===== src/include/pin_mux_pkg.sv =====
// Package of constants for the multifunction pin multiplexer.
`default_nettype none
package pin_mux_pkg;
    // ----------------------------------------------------------------
    // Register map
    // ----------------------------------------------------------------
    localparam logic [7:0] ADDR_GP_FUNC = 8'h00;
    localparam logic [7:0] ADDR_GP_OUT = 8'h04;
    localparam logic [7:0] ADDR_GP_OE = 8'h08;
    localparam logic [7:0] ADDR_FAST_FUNC = 8'h0C;
    localparam logic [7:0] ADDR_FAST_OUT = 8'h10;
    localparam logic [7:0] ADDR_FAST_OE = 8'h14;
    localparam logic [7:0] ADDR_LOC_FUNC = 8'h18;
    localparam logic [7:0] ADDR_LOC_OUT = 8'h1C;
    localparam logic [7:0] ADDR_LOC_OE = 8'h20;
    localparam logic [7:0] ADDR_PIN_IN = 8'h24;
    localparam logic [7:0] ADDR_STATUS = 8'h28;
    // ----------------------------------------------------------------
    // Reset values and field positions
    // ----------------------------------------------------------------
    localparam logic [3:0] FUNC_RST = 4'h0;
    localparam logic [3:0] OUT_RST = 4'h0;
    localparam logic [3:0] GP_OE_RST = 4'hF;
    localparam logic [3:0] FAST_OE_RST = 4'h0;
    localparam logic [3:0] LOC_OE_RST = 4'hF;
    localparam logic [31:0] READ_ZERO = 32'h0000_0000;
    localparam int IN_GP_LSB = 0;
    localparam int IN_FAST_LSB = 4;
    localparam int IN_LOC_LSB = 8;
    localparam int ST_DUAL_BIT = 0;
    localparam int ST_LOCAL_BIT = 1;
endpackage
`default_nettype wire


===== src/pin_mux.sv =====
// Pin function multiplexer for the general purpose and shared pins.
//
// Behaviour
// RULE1: Standard pins reset to GPIO driving low.
// RULE2: Fast pins reset to GPIO, tri-stated.
// RULE3: Fast pins work only in dual-lane mode.
// RULE4: Pins 5-8 local-only, reset driving low.
// RULE5: One function per pin, register selected.
// RULE6: Software disables jitter cleaner before bit clock.
// RULE7: Pins 5-8 carry slave audio outputs.
// RULE8: Fast pins share MOSI, MISO, SCLK, select.
// RULE9: Selects return to GPIO on power-up.
//
// The address map and strobed register access were decided locally.
`default_nettype none
module pin_mux (
    // Clock and reset
    input wire logic i_ref_clk,
    input wire logic i_rstn,
    // Device state
    input wire logic i_dual_link,
    input wire logic i_local_access,
    // Register port
    input wire logic [7:0] i_addr,
    input wire logic [31:0] i_wdata,
    input wire logic i_wr,
    input wire logic i_rd,
    output logic [31:0] o_rdata,
    // Alternate function sources
    input wire logic [3:0] i_gp_alt,
    input wire logic i_spi_mosi,
    input wire logic i_spi_miso,
    input wire logic i_spi_sclk,
    input wire logic i_spi_ss,
    input wire logic i_spi_master,
    input wire logic i_audio_lane_a,
    input wire logic i_audio_lane_b,
    input wire logic i_audio_word_clk,
    input wire logic i_audio_bit_clk,
    // Standard pins 1, 2, 3, 9
    input wire logic [3:0] i_gp_pin,
    output logic [3:0] o_gp_pin,
    output logic [3:0] o_gp_pin_oe,
    // Fast pins 0 to 3
    input wire logic [3:0] i_fast_pin,
    output logic [3:0] o_fast_pin,
    output logic [3:0] o_fast_pin_oe,
    // Local-only pins 5 to 8
    input wire logic [3:0] i_local_only_pin,
    output logic [3:0] o_local_only_pin,
    output logic [3:0] o_local_only_pin_oe,
    // Received spi lines
    output logic o_spi_mosi_in,
    output logic o_spi_miso_in,
    output logic o_spi_sclk_in,
    output logic o_spi_ss_in
);
    // ----------------------------------------------------------------
    // Register state
    // ----------------------------------------------------------------
    logic [3:0] gp_func, gp_out, gp_oe;
    logic [3:0] fast_func, fast_out, fast_oe;
    logic [3:0] loc_func, loc_out, loc_oe;
    logic [3:0] next_gp_func, next_gp_out, next_gp_oe;
    logic [3:0] next_fast_func, next_fast_out, next_fast_oe;
    logic [3:0] next_loc_func, next_loc_out, next_loc_oe;
    logic [31:0] rdata, next_rdata;
    logic loc_wr;

    // ----------------------------------------------------------------
    // Register decode
    // ----------------------------------------------------------------
    function automatic logic hit(input logic [7:0] a, input logic [7:0] b);
        hit = (a == b);
    endfunction

    // Local-only pins refuse writes that arrive over the link.
    assign loc_wr = i_wr && i_local_access; // [RULE4]

    always_comb begin
        next_gp_func = gp_func;
        next_gp_out = gp_out;
        next_gp_oe = gp_oe;
        next_fast_func = fast_func;
        next_fast_out = fast_out;
        next_fast_oe = fast_oe;
        next_loc_func = loc_func;
        next_loc_out = loc_out;
        next_loc_oe = loc_oe;
        next_rdata = pin_mux_pkg::READ_ZERO;
        if (i_wr) begin
            if (hit(i_addr, pin_mux_pkg::ADDR_GP_FUNC)) begin
                next_gp_func = i_wdata[3:0]; // [RULE5]
            end
            if (hit(i_addr, pin_mux_pkg::ADDR_GP_OUT)) begin
                next_gp_out = i_wdata[3:0];
            end
            if (hit(i_addr, pin_mux_pkg::ADDR_GP_OE)) begin
                next_gp_oe = i_wdata[3:0];
            end
            if (hit(i_addr, pin_mux_pkg::ADDR_FAST_FUNC)) begin
                next_fast_func = i_wdata[3:0];
            end
            if (hit(i_addr, pin_mux_pkg::ADDR_FAST_OUT)) begin
                next_fast_out = i_wdata[3:0];
            end
            if (hit(i_addr, pin_mux_pkg::ADDR_FAST_OE)) begin
                next_fast_oe = i_wdata[3:0];
            end
        end
        if (loc_wr) begin
            if (hit(i_addr, pin_mux_pkg::ADDR_LOC_FUNC)) begin
                next_loc_func = i_wdata[3:0]; // [RULE4]
            end
            if (hit(i_addr, pin_mux_pkg::ADDR_LOC_OUT)) begin
                next_loc_out = i_wdata[3:0];
            end
            if (hit(i_addr, pin_mux_pkg::ADDR_LOC_OE)) begin
                next_loc_oe = i_wdata[3:0];
            end
        end
        if (i_rd) begin
            case (i_addr)
                pin_mux_pkg::ADDR_GP_FUNC: next_rdata[3:0] = gp_func;
                pin_mux_pkg::ADDR_GP_OUT: next_rdata[3:0] = gp_out;
                pin_mux_pkg::ADDR_GP_OE: next_rdata[3:0] = gp_oe;
                pin_mux_pkg::ADDR_FAST_FUNC: next_rdata[3:0] = fast_func;
                pin_mux_pkg::ADDR_FAST_OUT: next_rdata[3:0] = fast_out;
                pin_mux_pkg::ADDR_FAST_OE: next_rdata[3:0] = fast_oe;
                pin_mux_pkg::ADDR_LOC_FUNC: next_rdata[3:0] = loc_func;
                pin_mux_pkg::ADDR_LOC_OUT: next_rdata[3:0] = loc_out;
                pin_mux_pkg::ADDR_LOC_OE: next_rdata[3:0] = loc_oe;
                pin_mux_pkg::ADDR_PIN_IN: begin
                    next_rdata[pin_mux_pkg::IN_GP_LSB +: 4] = i_gp_pin;
                    next_rdata[pin_mux_pkg::IN_FAST_LSB +: 4] = i_fast_pin;
                    next_rdata[pin_mux_pkg::IN_LOC_LSB +: 4] =
                        i_local_only_pin;
                end
                pin_mux_pkg::ADDR_STATUS: begin
                    next_rdata[pin_mux_pkg::ST_DUAL_BIT] = i_dual_link;
                    next_rdata[pin_mux_pkg::ST_LOCAL_BIT] = i_local_access;
                end
                default: next_rdata = pin_mux_pkg::READ_ZERO;
            endcase
        end
    end

    // ----------------------------------------------------------------
    // Register storage
    // ----------------------------------------------------------------
    // Power-down drives this reset, so leaving it restores every default.
    always_ff @(posedge i_ref_clk) begin
        if (!i_rstn) begin
            gp_func <= pin_mux_pkg::FUNC_RST; // [RULE9]
            gp_out <= pin_mux_pkg::OUT_RST; // [RULE1]
            gp_oe <= pin_mux_pkg::GP_OE_RST; // [RULE1]
            fast_func <= pin_mux_pkg::FUNC_RST; // [RULE9]
            fast_out <= pin_mux_pkg::OUT_RST;
            fast_oe <= pin_mux_pkg::FAST_OE_RST; // [RULE2]
            loc_func <= pin_mux_pkg::FUNC_RST; // [RULE9]
            loc_out <= pin_mux_pkg::OUT_RST; // [RULE4]
            loc_oe <= pin_mux_pkg::LOC_OE_RST; // [RULE4]
            rdata <= pin_mux_pkg::READ_ZERO;
        end else begin
            gp_func <= next_gp_func;
            gp_out <= next_gp_out;
            gp_oe <= next_gp_oe;
            fast_func <= next_fast_func;
            fast_out <= next_fast_out;
            fast_oe <= next_fast_oe;
            loc_func <= next_loc_func;
            loc_out <= next_loc_out;
            loc_oe <= next_loc_oe;
            rdata <= next_rdata;
        end
    end

    assign o_rdata = rdata;

    // ----------------------------------------------------------------
    // Pin steering
    // ----------------------------------------------------------------
    logic [3:0] spi_val, spi_drv, audio_val;
    // MOSI and clock and select leave a master; MISO leaves a slave.
    assign spi_val = {i_spi_ss, i_spi_sclk, i_spi_miso, i_spi_mosi}; // [RULE8]
    assign spi_drv = {i_spi_master, i_spi_master, !i_spi_master,
                      i_spi_master}; // [RULE8]
    assign audio_val = {i_audio_bit_clk, i_audio_word_clk, i_audio_lane_a,
                        i_audio_lane_b}; // [RULE7]

    always_comb begin
        for (int k = 0; k < 4; k++) begin
            // Exactly one source per pin: the select picks it.
            o_gp_pin[k] = gp_func[k] ? i_gp_alt[k] : gp_out[k]; // [RULE5]
            o_gp_pin_oe[k] = gp_func[k] ? 1'b1 : gp_oe[k]; // [RULE5]
        end
    end

    // The bit clock is only clean once software has turned the audio
    // jitter cleaner off; this block cannot see that setting.
    always_comb begin
        for (int k = 0; k < 4; k++) begin
            if (loc_func[k]) begin
                o_local_only_pin[k] = audio_val[k]; // [RULE7]
                o_local_only_pin_oe[k] = 1'b1; // [RULE7]
            end else begin
                o_local_only_pin[k] = loc_out[k]; // [RULE4]
                o_local_only_pin_oe[k] = loc_oe[k]; // [RULE4]
            end
        end
    end

    always_comb begin
        for (int k = 0; k < 4; k++) begin
            if (!i_dual_link) begin
                o_fast_pin[k] = 1'b0; // [RULE3]
                o_fast_pin_oe[k] = 1'b0; // [RULE3]
            end else if (fast_func[k]) begin
                o_fast_pin[k] = spi_val[k]; // [RULE8]
                o_fast_pin_oe[k] = spi_drv[k]; // [RULE8]
            end else begin
                o_fast_pin[k] = fast_out[k];
                o_fast_pin_oe[k] = fast_oe[k]; // [RULE2]
            end
        end
    end

    // ----------------------------------------------------------------
    // Spi receive
    // ----------------------------------------------------------------
    // Receive side of the spi lines, only in dual-lane alternate mode.
    logic [3:0] spi_in;
    assign spi_in = (i_dual_link ? fast_func : 4'h0) & i_fast_pin; // [RULE3]
    assign o_spi_mosi_in = spi_in[0];
    assign o_spi_miso_in = spi_in[1];
    assign o_spi_sclk_in = spi_in[2];
    assign o_spi_ss_in = spi_in[3];

    // ----------------------------------------------------------------
    // Checks
    // ----------------------------------------------------------------
    a_single_lane_off: assert property ( // [RULE3]
        @(posedge i_ref_clk) disable iff (!i_rstn)
        !i_dual_link |-> o_fast_pin_oe == 4'h0)
        else $error("fast pin driven in single lane");
    a_single_lane_rx: assert property ( // [RULE3]
        @(posedge i_ref_clk) disable iff (!i_rstn)
        !i_dual_link |-> {o_spi_ss_in, o_spi_sclk_in, o_spi_miso_in,
            o_spi_mosi_in} == 4'h0)
        else $error("spi input passed in single lane");
    a_reset_gp_low: assert property ( // [RULE1]
        @(posedge i_ref_clk)
        $rose(i_rstn) |-> o_gp_pin == 4'h0 && o_gp_pin_oe == 4'hF)
        else $error("gp pin not low after reset");
    a_reset_fast_tri: assert property ( // [RULE2]
        @(posedge i_ref_clk)
        $rose(i_rstn) |-> o_fast_pin_oe == 4'h0)
        else $error("fast pin not tri-state after reset");
    a_reset_loc_low: assert property ( // [RULE4]
        @(posedge i_ref_clk)
        $rose(i_rstn) |-> o_local_only_pin == 4'h0
            && o_local_only_pin_oe == 4'hF)
        else $error("local pin not low after reset");
    a_remote_loc_blocked: assert property ( // [RULE4]
        @(posedge i_ref_clk) disable iff (!i_rstn)
        i_wr && !i_local_access |=> $stable(loc_func) && $stable(loc_out))
        else $error("remote write reached local pin");
    a_remote_oe_blocked: assert property ( // [RULE4]
        @(posedge i_ref_clk) disable iff (!i_rstn)
        i_wr && !i_local_access |=> $stable(loc_oe))
        else $error("remote write reached local enable");
    a_audio_select: assert property ( // [RULE7]
        @(posedge i_ref_clk) disable iff (!i_rstn)
        loc_func[3] |-> o_local_only_pin[3] == i_audio_bit_clk)
        else $error("bit clock not on pin 8");
    a_audio_word_clk: assert property ( // [RULE7]
        @(posedge i_ref_clk) disable iff (!i_rstn)
        loc_func[2] |-> o_local_only_pin[2] == i_audio_word_clk)
        else $error("word clock not on pin 7");
    a_audio_lane_a: assert property ( // [RULE7]
        @(posedge i_ref_clk) disable iff (!i_rstn)
        loc_func[1] |-> o_local_only_pin[1] == i_audio_lane_a)
        else $error("lane a not on pin 6");
    a_audio_lane_b: assert property ( // [RULE7]
        @(posedge i_ref_clk) disable iff (!i_rstn)
        loc_func[0] |-> o_local_only_pin[0] == i_audio_lane_b)
        else $error("lane b not on pin 5");
    a_func_exclusive: assert property ( // [RULE5]
        @(posedge i_ref_clk) disable iff (!i_rstn)
        !gp_func[0] |-> o_gp_pin[0] == gp_out[0])
        else $error("alternate leaked onto gpio pin");
    a_alt_on_gp: assert property ( // [RULE5]
        @(posedge i_ref_clk) disable iff (!i_rstn)
        gp_func[0] |-> o_gp_pin[0] == i_gp_alt[0])
        else $error("alternate missing on gpio pin");
    a_alt_gp_drive: assert property ( // [RULE5]
        @(posedge i_ref_clk) disable iff (!i_rstn)
        (o_gp_pin_oe & gp_func) == gp_func)
        else $error("alternate pin not driven");
    a_func_default: assert property ( // [RULE9]
        @(posedge i_ref_clk)
        !i_rstn |=> gp_func == 4'h0 && fast_func == 4'h0 && loc_func == 4'h0)
        else $error("select not restored");
    a_spi_order: assert property ( // [RULE8]
        @(posedge i_ref_clk) disable iff (!i_rstn)
        i_dual_link && fast_func[2] |-> o_fast_pin[2] == i_spi_sclk)
        else $error("spi clock not on fast pin 2");
    a_spi_mosi_pin: assert property ( // [RULE8]
        @(posedge i_ref_clk) disable iff (!i_rstn)
        i_dual_link && fast_func[0] |-> o_fast_pin[0] == i_spi_mosi)
        else $error("mosi not on fast pin 0");
    a_spi_miso_pin: assert property ( // [RULE8]
        @(posedge i_ref_clk) disable iff (!i_rstn)
        i_dual_link && fast_func[1] |-> o_fast_pin[1] == i_spi_miso)
        else $error("miso not on fast pin 1");
    a_spi_select_pin: assert property ( // [RULE8]
        @(posedge i_ref_clk) disable iff (!i_rstn)
        i_dual_link && fast_func[3] |-> o_fast_pin[3] == i_spi_ss)
        else $error("select not on fast pin 3");
endmodule
`default_nettype wire


===== config.mk =====
export PLATFORM = sky130hd
export DESIGN_NAME = pin_mux
export DESIGN_NICKNAME = d
export VERILOG_FILES = /design/src/include/pin_mux_pkg.sv /design/src/pin_mux.sv
export SDC_FILE = /design/constraint.sdc
export NUM_CORES = 1
export LEC_CHECK = 0
export ABC_AREA = 1
export CAP_MARGIN = 20
export CORE_MARGIN = 2
export CORE_UTILIZATION = 37
export DETAILED_ROUTE_END_ITERATION = 16
export DONT_BUFFER_PORTS = 1
export PLACE_DENSITY = 0.58
export SYNTH_ARGS = -nofsm -noshare
export SYNTH_HDL_FRONTEND = slang
export SYNTH_SLANG_ARGS = --single-unit

===== constraint.sdc =====
create_clock -name i_ref_clk -period 0.84 [get_ports i_ref_clk]
set_input_delay 0 -clock i_ref_clk [delete_from_list [all_inputs] [get_ports i_ref_clk]]
set_output_delay 0 -clock i_ref_clk [all_outputs]
set_load 0.01 [all_outputs]

==> impl_metrics.toml, run 1 <==
[finish]
fin_cells = 554
antennaDiodeCount = 0
drive_gt1_share_pct = 44.3
seqCellArea_sq_um = 1010
area_delta_synth_final_pct = 47.8
multi_input_area_sq_um = 1580
final_common_cell = "nand2_1"
nets = 544
fillCellCount = 620
final_cell_area_sq_um = 3780
most-common-layout-cells = "58 x nand2_1, 43 x buf_4, 39 x nor2_1"

[power_and_ir_drop]
ir_worst_vdd_mv = 0.496
p_leak_nw = 1.73
power_density_nw_per_um2 = 1070

[sta]
final_max_slew_viol_count = 0
final_hold_viol_count = 40
max_freq_mhz = 927
fin_ws_ns = -0.238
rsz0062_at_grt = "yes"
timing.hold.ws_ns = -0.232
skew_ns = 0.0129
setup_violations = 31
finalCritPeriodShare_pct = 128
period_minus_slack_ns = 1.08

[clock_tree]
clockBufferDepth = 2
cts.hold.buffers_added = 9
cts_buffers = 5
cts_tree = "yes"
cts_root_buf = "clkbuf_8"
clkSinkCount = 48
clkTransAtPathRegs_ns = 0.10
clk_latency_ns = 0.31
htreeDepth = 2

[critical_path]
crit_type = "reg2out"
critical_path_buf_inv_count = 2
cp.arrival_ns = 1.08
crit_path_end_kind = "output port"
cpMaxStageDelayCell = "dfxtp_4"
cp_slowest_stage_delay_ns = 0.37
crit_chain = "inv_4, o21ai_2, a21oi_1, buf_4"
path_delay_family = "flip-flops"
start_kind = "register"
r2r_slack_ns = -0.15
cp_max_fo = 5
cp.required_ns = 0.84

[route]
drt_drc_violations_left = 0
wl_mm = 7.92
viasPerCell = 5.08
avgRoutedWirePerCell_um = 14.3
num_vias = 2813
wl_met2_mm = 3.94
ant_nets = 0
top_layer = "met4"
route.met3.wl_um = 521
drtIter0Drc = 174
m1WireLength_mm = 3.35
first_pass_iters = 7

[status]
status = "finished, violations left"
violations = "hold timing, setup timing"

[min_path]
hp-class = "in2reg"

[synth]
ys_warn_count = 0
synth_area_sq_um = 2560
ys_seq_area_share_pct = 37.6
syn_avg_cell_area_sq_um = 6.53
synth_seq_cells = 48
netlist_instances = 392
yosys.cell_types.count = 22

[floorplanning]
io_pins = 131
die_area_sq_um = 7600
die_height_um = 87.2
die_w_um = 87.2
rows = 30
core-area_sq_um = 6760
start_util_pct = 37.9

[job]
cap_violations = 0

[placement]
gp_congestion = 0.970
place_area_sq_um = 2960
hpwl_mm = 5.52
io_buffers = 0
place_inst = 515

[global_route]
grt_pass1_wl_mm = 12.5
overflow = 0
grt_usage_pct = 20.9
grt_pass1_vias = 2566
antenna_found_initial = 0
grt_max_degree = 38
## power by group
group          internal (mW)  switching, mW  leakage, nW
sequential              2.26        0.00380        0.397
clock                  0.668          0.838       0.0434
combinational          0.116          0.178         1.29
total                   3.04           1.02         1.73
## worst reg2reg max path: stages, from the launching register on
cell and delay, ns:
dfxtp_4 0.38, buf_6 0.12, nand3_2 0.05, nand2_2 0.06
nor2_4 0.11, nand3_2 0.08, nand2_2 0.06, inv_2 0.02
## synth_stat cells
library cell,instances,share of area [%]
o21ai_1,8,1.6
conb_1,1,0.15
inv_2,3,0.44
inv_1,49,7.2
o21ai_0,34,6.7
buf_4,21,6.2
or2_2,8,2.0
dfxtp_1,48,38
nor3_1,4,0.78
nand3_2,4,1.6
nand2_2,1,0.24
nor2_4,2,0.88
buf_6,1,0.44
buf_2,2,0.39
nand3_1,48,9.4
clkinv_1,1,0.15
a211oi_1,1,0.29
clkbuf_1,4,0.59
nand2_1,74,11
a21oi_1,23,4.5
nor2_2,2,0.49
nor2_1,53,7.8
## registers in the layout, summed over array words and instances (netlist names)
name,count
loc_oe,4
gp_oe,4
fast_oe,4
loc_func,4
fast_func,4
o_rdata,12
gp_out,4
gp_func,4
loc_out,4
fast_out,4
## final timing paths
path | from | end | cells after the start
worst max-delay path | fast_func[3] | o_fast_pin_oe[3] | 4
worst min-delay path | i_rstn | gp_oe[3] | 1
worst max register to register | fast_func[0] | o_rdata[0] | 7
worst min register to register | fast_oe[1] | fast_oe[1] | 2
## stage by stage
step	total power, mW	util [%]	worst slack (ns)	TNS, ns
floorplan	2.59	-	-0.0100	-0.0934
global placement	2.56	43.8	-0.206	-4.53
detailed placement	2.56	43.8	-0.213	-5.10
CTS	4.08	53.1	-0.219	-4.91
global route	4.21	56.0	-0.278	-6.17
finish	4.06	56.0	-0.238	-4.88
## layout make-up
type                       instances  share of cell area [%]
multi-input combinational        282                    41.7
inverter                          53                    5.66
clock buffer                       6                    2.18
clock inverter                     2                   0.397
timing repair buffer              83                    20.6
tap                               80                    2.65
sequential                        48                    26.8
## cell families (layout without fill, tap and decap cells)
kind of cell	after synthesis	in the layout	share of synthesized area (%)
buf+inv	81	144	15.4
flops	48	48	37.6
simple gates	196	196	33.9
other cells	1	20	0.147
compound gates	66	66	13.0
## metal layers
metal | GRT usage (%) | vias to the layer above
met5 | 0 | -
met4 | 5.87 | 0
met3 | 3.89 | 12
met2 | 35.8 | 107
met1 | 27.0 | 1323
li1 | - | 1371
## repair_timing
item	CTS	global route
cloned	0	0
resized for setup	130	48
endpoints found under the setup margin	32	51
hold endpoints to repair	48	39
pin swaps	52	32
setup buffers	19	5
Power figures use the tool's default switching activity.
==> run 2: changes to the inputs <==
Settings changed: CAP_MARGIN 20 to 10, PLACE_DENSITY 0.58 to 0.56.
Clock period 0.84 ns to 1.22 ns, I/O delays scaled along.
==> run 2 against run 1 <==
Compared with the run above: the flow finishes with violations (hold timing); wire length shrank 12%; design area decreased by 23%; via count fell by 13%; cell count is 10% lower; critical path type is now in2reg; clock power shrank 37%; largest power group unchanged; combinational power shrank 38%; critical path depth increased by 2; power decreased by 33%.
==> impl_metrics.toml, run 2 (synthesis results as in run 1) <==
[clock_tree]
clkSinkCount = 48
post-cts-setup-buffer-count = 0
clockBufferDepth = 2
cts_tree = "yes"
cts_root_buf = "clkbuf_8"
cts.hold.buffers_added = 18
cts_buffers = 5
htreeDepth = 2
clk_latency_ns = 0.30
clkTransAtPathRegs_ns = 0.10

[critical_path]
crit_path_end_kind = "register"
crit_type = "in2reg"
cp.arrival_ns = 1.39
reg2regPathDepth = 3
r2r_end = "loc_oe[3]"
cp_max_fo = 4
r2r_slack_ns = 0.09
start_kind = "input port"
r2r-start = "loc_oe[3]"
cp.required_ns = 1.43

[finish]
antennaDiodeCount = 0
largest_reg_flops = 12
most-common-layout-cells = "72 x nand2_1, 50 x nor2_1, 49 x inv_1"
nets = 488
area_delta_synth_final_pct = 13.4
final_cell_area_sq_um = 2900
final_common_cell = "nand2_1"
drive_gt1_share_pct = 10.5

[sta]
setup_violations = 0
period_minus_slack_ns = 1.18
timing.hold.ws_ns = -0.209
rsz0062_at_grt = "no"
final_hold_viol_count = 28
finalCritPeriodShare_pct = 96.7
max_freq_mhz = 848
skew_ns = 0.00785
timing.setup.tns_ns = 0
final_max_slew_viol_count = 0

[power_and_ir_drop]
pwr-share-comb_pct = 6.8
seqPwrFrac_pct = 58.0
ir_worst_vdd_mv = 0.518
p_leak_nw = 1.31
clkPwrFrac_pct = 35.3
internal_power_mw = 2.05
power_density_nw_per_um2 = 934
swShare_pct = 24.5
switchingPower_mw = 0.663

[floorplanning]
die_w_um = 87.2
io_pins = 131
core-area_sq_um = 6760
die_height_um = 87.2
rows = 30
die_area_sq_um = 7600
start_util_pct = 37.9

[route]
first_pass_iters = 4
avgRoutedWirePerCell_um = 14.0
drtIter0Drc = 217
wl_mm = 7.00
num_vias = 2445
viasPerCell = 4.91
ant_nets = 0
drt_drc_violations_left = 0

[global_route]
grt_pass1_vias = 2220
overflow = 0
grt_pass1_wl_mm = 11.1
antenna_found_initial = 0
grt_usage_pct = 18.7
grt_max_degree = 38

[min_path]
hp-class = "in2reg"
hold-path-endpoint = "gp_oe[0]"
hold-path-cell-count = 1
hold_start = "i_rstn"

[placement]
io_buffers = 0
hpwl_mm = 5.10
place_area_sq_um = 2600
gp_congestion = 0.891

[job]
cap_violations = 0

[status]
status = "finished, violations left"
violations = "hold timing"
[run 2: changes by cell type in the layout (fill, tap and decap cells not counted), moves of 13 or more]
cell,before,now
o21ai_0,15,31
buf_6,29,0
nand3_1,35,48
o21ai_2,13,0
dfxtp_1,16,48
dfxtp_2,27,0
nand2_1,58,72
nand2_2,16,3
buf_4,43,9
[run 2: how the worst max path moves through the flow]
stage	start	endpoint	depth (start not counted)
after global placement	i_addr[7]	gp_out[2]	8
after floorplan	i_addr[7]	fast_func[0]	7
after detailed placement	i_addr[6]	loc_func[3]	6
after global routing	fast_func[2]	o_spi_sclk_in	2
final	i_rd	o_rdata[3]	6
after CTS	i_addr[7]	fast_out[0]	7
[run 2: through the flow]
step           setup WS (ns)  total power, mW  instances  hold slack (ns)  util (%)
2_1_floorplan          0.315             1.78        411           0.0873         -
3_3_place_gp           0.125             1.74        472           0.0903      38.5
3_5_place_dp          0.0817             1.75        472           0.0927      38.5
4_1_cts               0.0396             2.74        498           -0.222      42.5
5_1_grt              0.00581             2.85        498           -0.230      42.9
6_report              0.0402             2.71        498           -0.209      42.9
[run 2: worst max-delay path: stages]
cell and delay (ns):
dlygate4sd3_1 0.55, nand2_1 0.06, inv_1 0.05, dlygate4sd3_1 0.60, nand2_1 0.09, inv_1 0.04
[run 2: metal layers]
layer,global-route usage (%),vias up,routed length [um]
li1,-,1253,-
met2,30.5,87,3280
met5,0,-,0
met4,3.78,0,38
met3,4.83,2,470
met1,25.2,1103,3200
[run 2: power groups by stage]
stage	logic (mW)	clock network [mW]	registers (mW)
finish	0.183	0.955	1.57
global route	0.207	1.07	1.57
CTS	0.176	0.989	1.57
detailed placement	0.140	0	1.61
global placement	0.138	0	1.61
floorplan	0.176	0	1.61
[run 2: what timing repair did]
item / CTS / global route
endpoints found under the hold margin: 48 / 28
gates resized for setup: 0 / 11
endpoints found under the setup margin: 0 / 10
[run 2: cell type report]
cell class | instances | area (sq um)
clock buffer | 5 | 68.8
multi-input combinational | 282 | 1300
sequential | 48 | 961
clock inverter | 3 | 21.3
fill | 746 | 3850
tap | 80 | 100
timing repair buffer | 27 | 248
inverter | 53 | 199
==> run 3: changes to the inputs <==
Settings changed: CORE_MARGIN 2 to not set, GPL_TIMING_DRIVEN set to 0.
==> run 3 against run 2 <==
Compared with the run above: the run now ends clean; maximum frequency rose by 2.6%; via count rose by 1.9%; largest cell class unchanged; flip-flop and latch count did not move; sequential power barely moved; count of clock-buffer cells in the layout did not move; critical endpoint is now o_spi_ss_in; die area fell by 4.5%; register-to-register slack improved by 0.12 ns; core utilization rose by 3.2 points; cell count rose by 2.4%; power rose by 12%.
==> impl_metrics.toml, run 3 (synthesis results as in run 1) <==
[finish]
drive_gt1_share_pct = 12.7
nets = 503
most-common-layout-cells = "74 x nand2_1, 53 x nor2_1, 49 x inv_1"
fin_cells = 510
largest_reg_flops = 12
antennaDiodeCount = 0
final_common_cell = "nand2_1"
area_delta_synth_final_pct = 17.2
fillCellCount = 703

[sta]
skew_ns = 0.00585
setup_violations = 0
worstMarginPinSlew_ns = 0.501
timing.setup.tns_ns = 0
final_hold_viol_count = 0
final_max_slew_viol_count = 0
period_minus_slack_ns = 1.15
max_freq_mhz = 869
max_slew_margin_pct = 66.5
rsz0062_at_grt = "yes"
timing.hold.ws_ns = 0.0321
fin_ws_ns = 0.0696
finalCritPeriodShare_pct = 94.3

[route]
drtIter0Drc = 187
num_vias = 2492
top_layer = "met4"
m1WireLength_mm = 3.16
wl_met2_mm = 3.36
viasPerCell = 4.89
ant_nets = 0
route.met3.wl_um = 554
avgRoutedWirePerCell_um = 14.1
first_pass_iters = 4
wl_mm = 7.19
drt_drc_violations_left = 0

[floorplanning]
rows = 29
start_util_pct = 39.4
core-area_sq_um = 6490
io_pins = 131
die_area_sq_um = 7250
die_height_um = 85.2
die_w_um = 85.2

[clock_tree]
clkSinkCount = 48
cts_tree = "yes"
cts_root_buf = "clkbuf_8"
post-cts-setup-buffer-count = 0
htreeDepth = 2
clk_latency_ns = 0.31
clkTransAtPathRegs_ns = 0.10
cts_buffers = 5
clockBufferDepth = 2

[placement]
io_buffers = 0
gp_congestion = 0.832
place_ws_ns = -0.0315
hpwl_mm = 5.44
place_inst = 488

[global_route]
antenna_found_initial = 0
grt_pass1_vias = 2299
overflow = 0
grt_pass1_wl_mm = 11.4
grt_max_degree = 17
grt_usage_pct = 20.5

[critical_path]
crit_type = "reg2out"
cp.required_ns = 1.22
r2r-start = "loc_func[3]"
start_kind = "register"
cp.arrival_ns = 1.15
cp_max_fo = 5
setup.worst_path.start = "fast_func[3]"
crit_path_end_kind = "output port"

[min_path]
hp-class = "in2reg"
hold_start = "i_gp_pin[1]"

[power_and_ir_drop]
power_density_nw_per_um2 = 1020
p_leak_nw = 1.40
ir_worst_vdd_mv = 0.621

[status]
status = "complete, no violations"

[job]
cap_violations = 0
## run 3: cell count changes in the layout (fill, tap and decap cells not counted), moves of 3 or more
cell	previous run	this run
clkbuf_1	0	4
dlygate4sd3_1	18	14
o21ai_1	11	8
buf_4	9	21
nor2_1	50	53
o21ai_0	31	34
## run 3: metal layers
metal | global-route usage [%] | vias up
met4 | 6.32 | 0
met5 | 0 | -
met1 | 26.4 | 1103
met2 | 34.4 | 97
met3 | 4.38 | 8
li1 | - | 1284
## run 3: where the power goes
group	switching (mW)	internal (mW)	total, mW
clock	0.587	0.618	1.21
combinational	0.162	0.108	0.271
sequential	0.00239	1.57	1.57
## run 3: worst paths after layout
path                                     to  slack [ns]  cells past startpoint
worst max-delay path            o_spi_ss_in        0.07                      2
worst min-delay path             o_rdata[1]        0.03                      6
worst max register to register   o_rdata[3]        0.21                      6
worst min register to register    gp_out[2]        0.48                      2
## run 3: through the flow
| stage | utilization (%) | area [sq um] | power, mW |
|---|---|---|---|
| global placement | 42.0 | 2730 | 1.81 |
| floorplan | - | 2630 | 1.78 |
| finish | 46.2 | 3000 | 3.05 |
| global route | 46.2 | 3000 | 3.15 |
| detailed placement | 42.0 | 2730 | 1.81 |
| CTS | 45.9 | 2980 | 3.07 |
## run 3: cell type report
class / instances / area [sq um] / share of cell area (%)
repair buffers: 14 / 140 / 4.67
well taps: 77 / 96.3 / 3.21
clock inverters: 3 / 47.5 / 1.59
plain buffers: 28 / 194 / 6.47
inverters: 53 / 199 / 6.64
multi-input cells: 282 / 1290 / 43.1
flip-flops and latches: 48 / 961 / 32.1
clock buffers: 5 / 68.8 / 2.30
## run 3: worst max-delay path: stages (launching register included)
cell and delay, ns:
dfxtp_1 0.38, inv_1 0.11, nor3_1 0.34
## run 3: timing repair
| action | in CTS | in global routing |
|---|---|---|
| setup endpoints to repair | 0 | 5 |
| hold buffers | 14 | 0 |
| gates resized for setup | 0 | 3 |
| hold endpoints to repair | 48 | 0 |
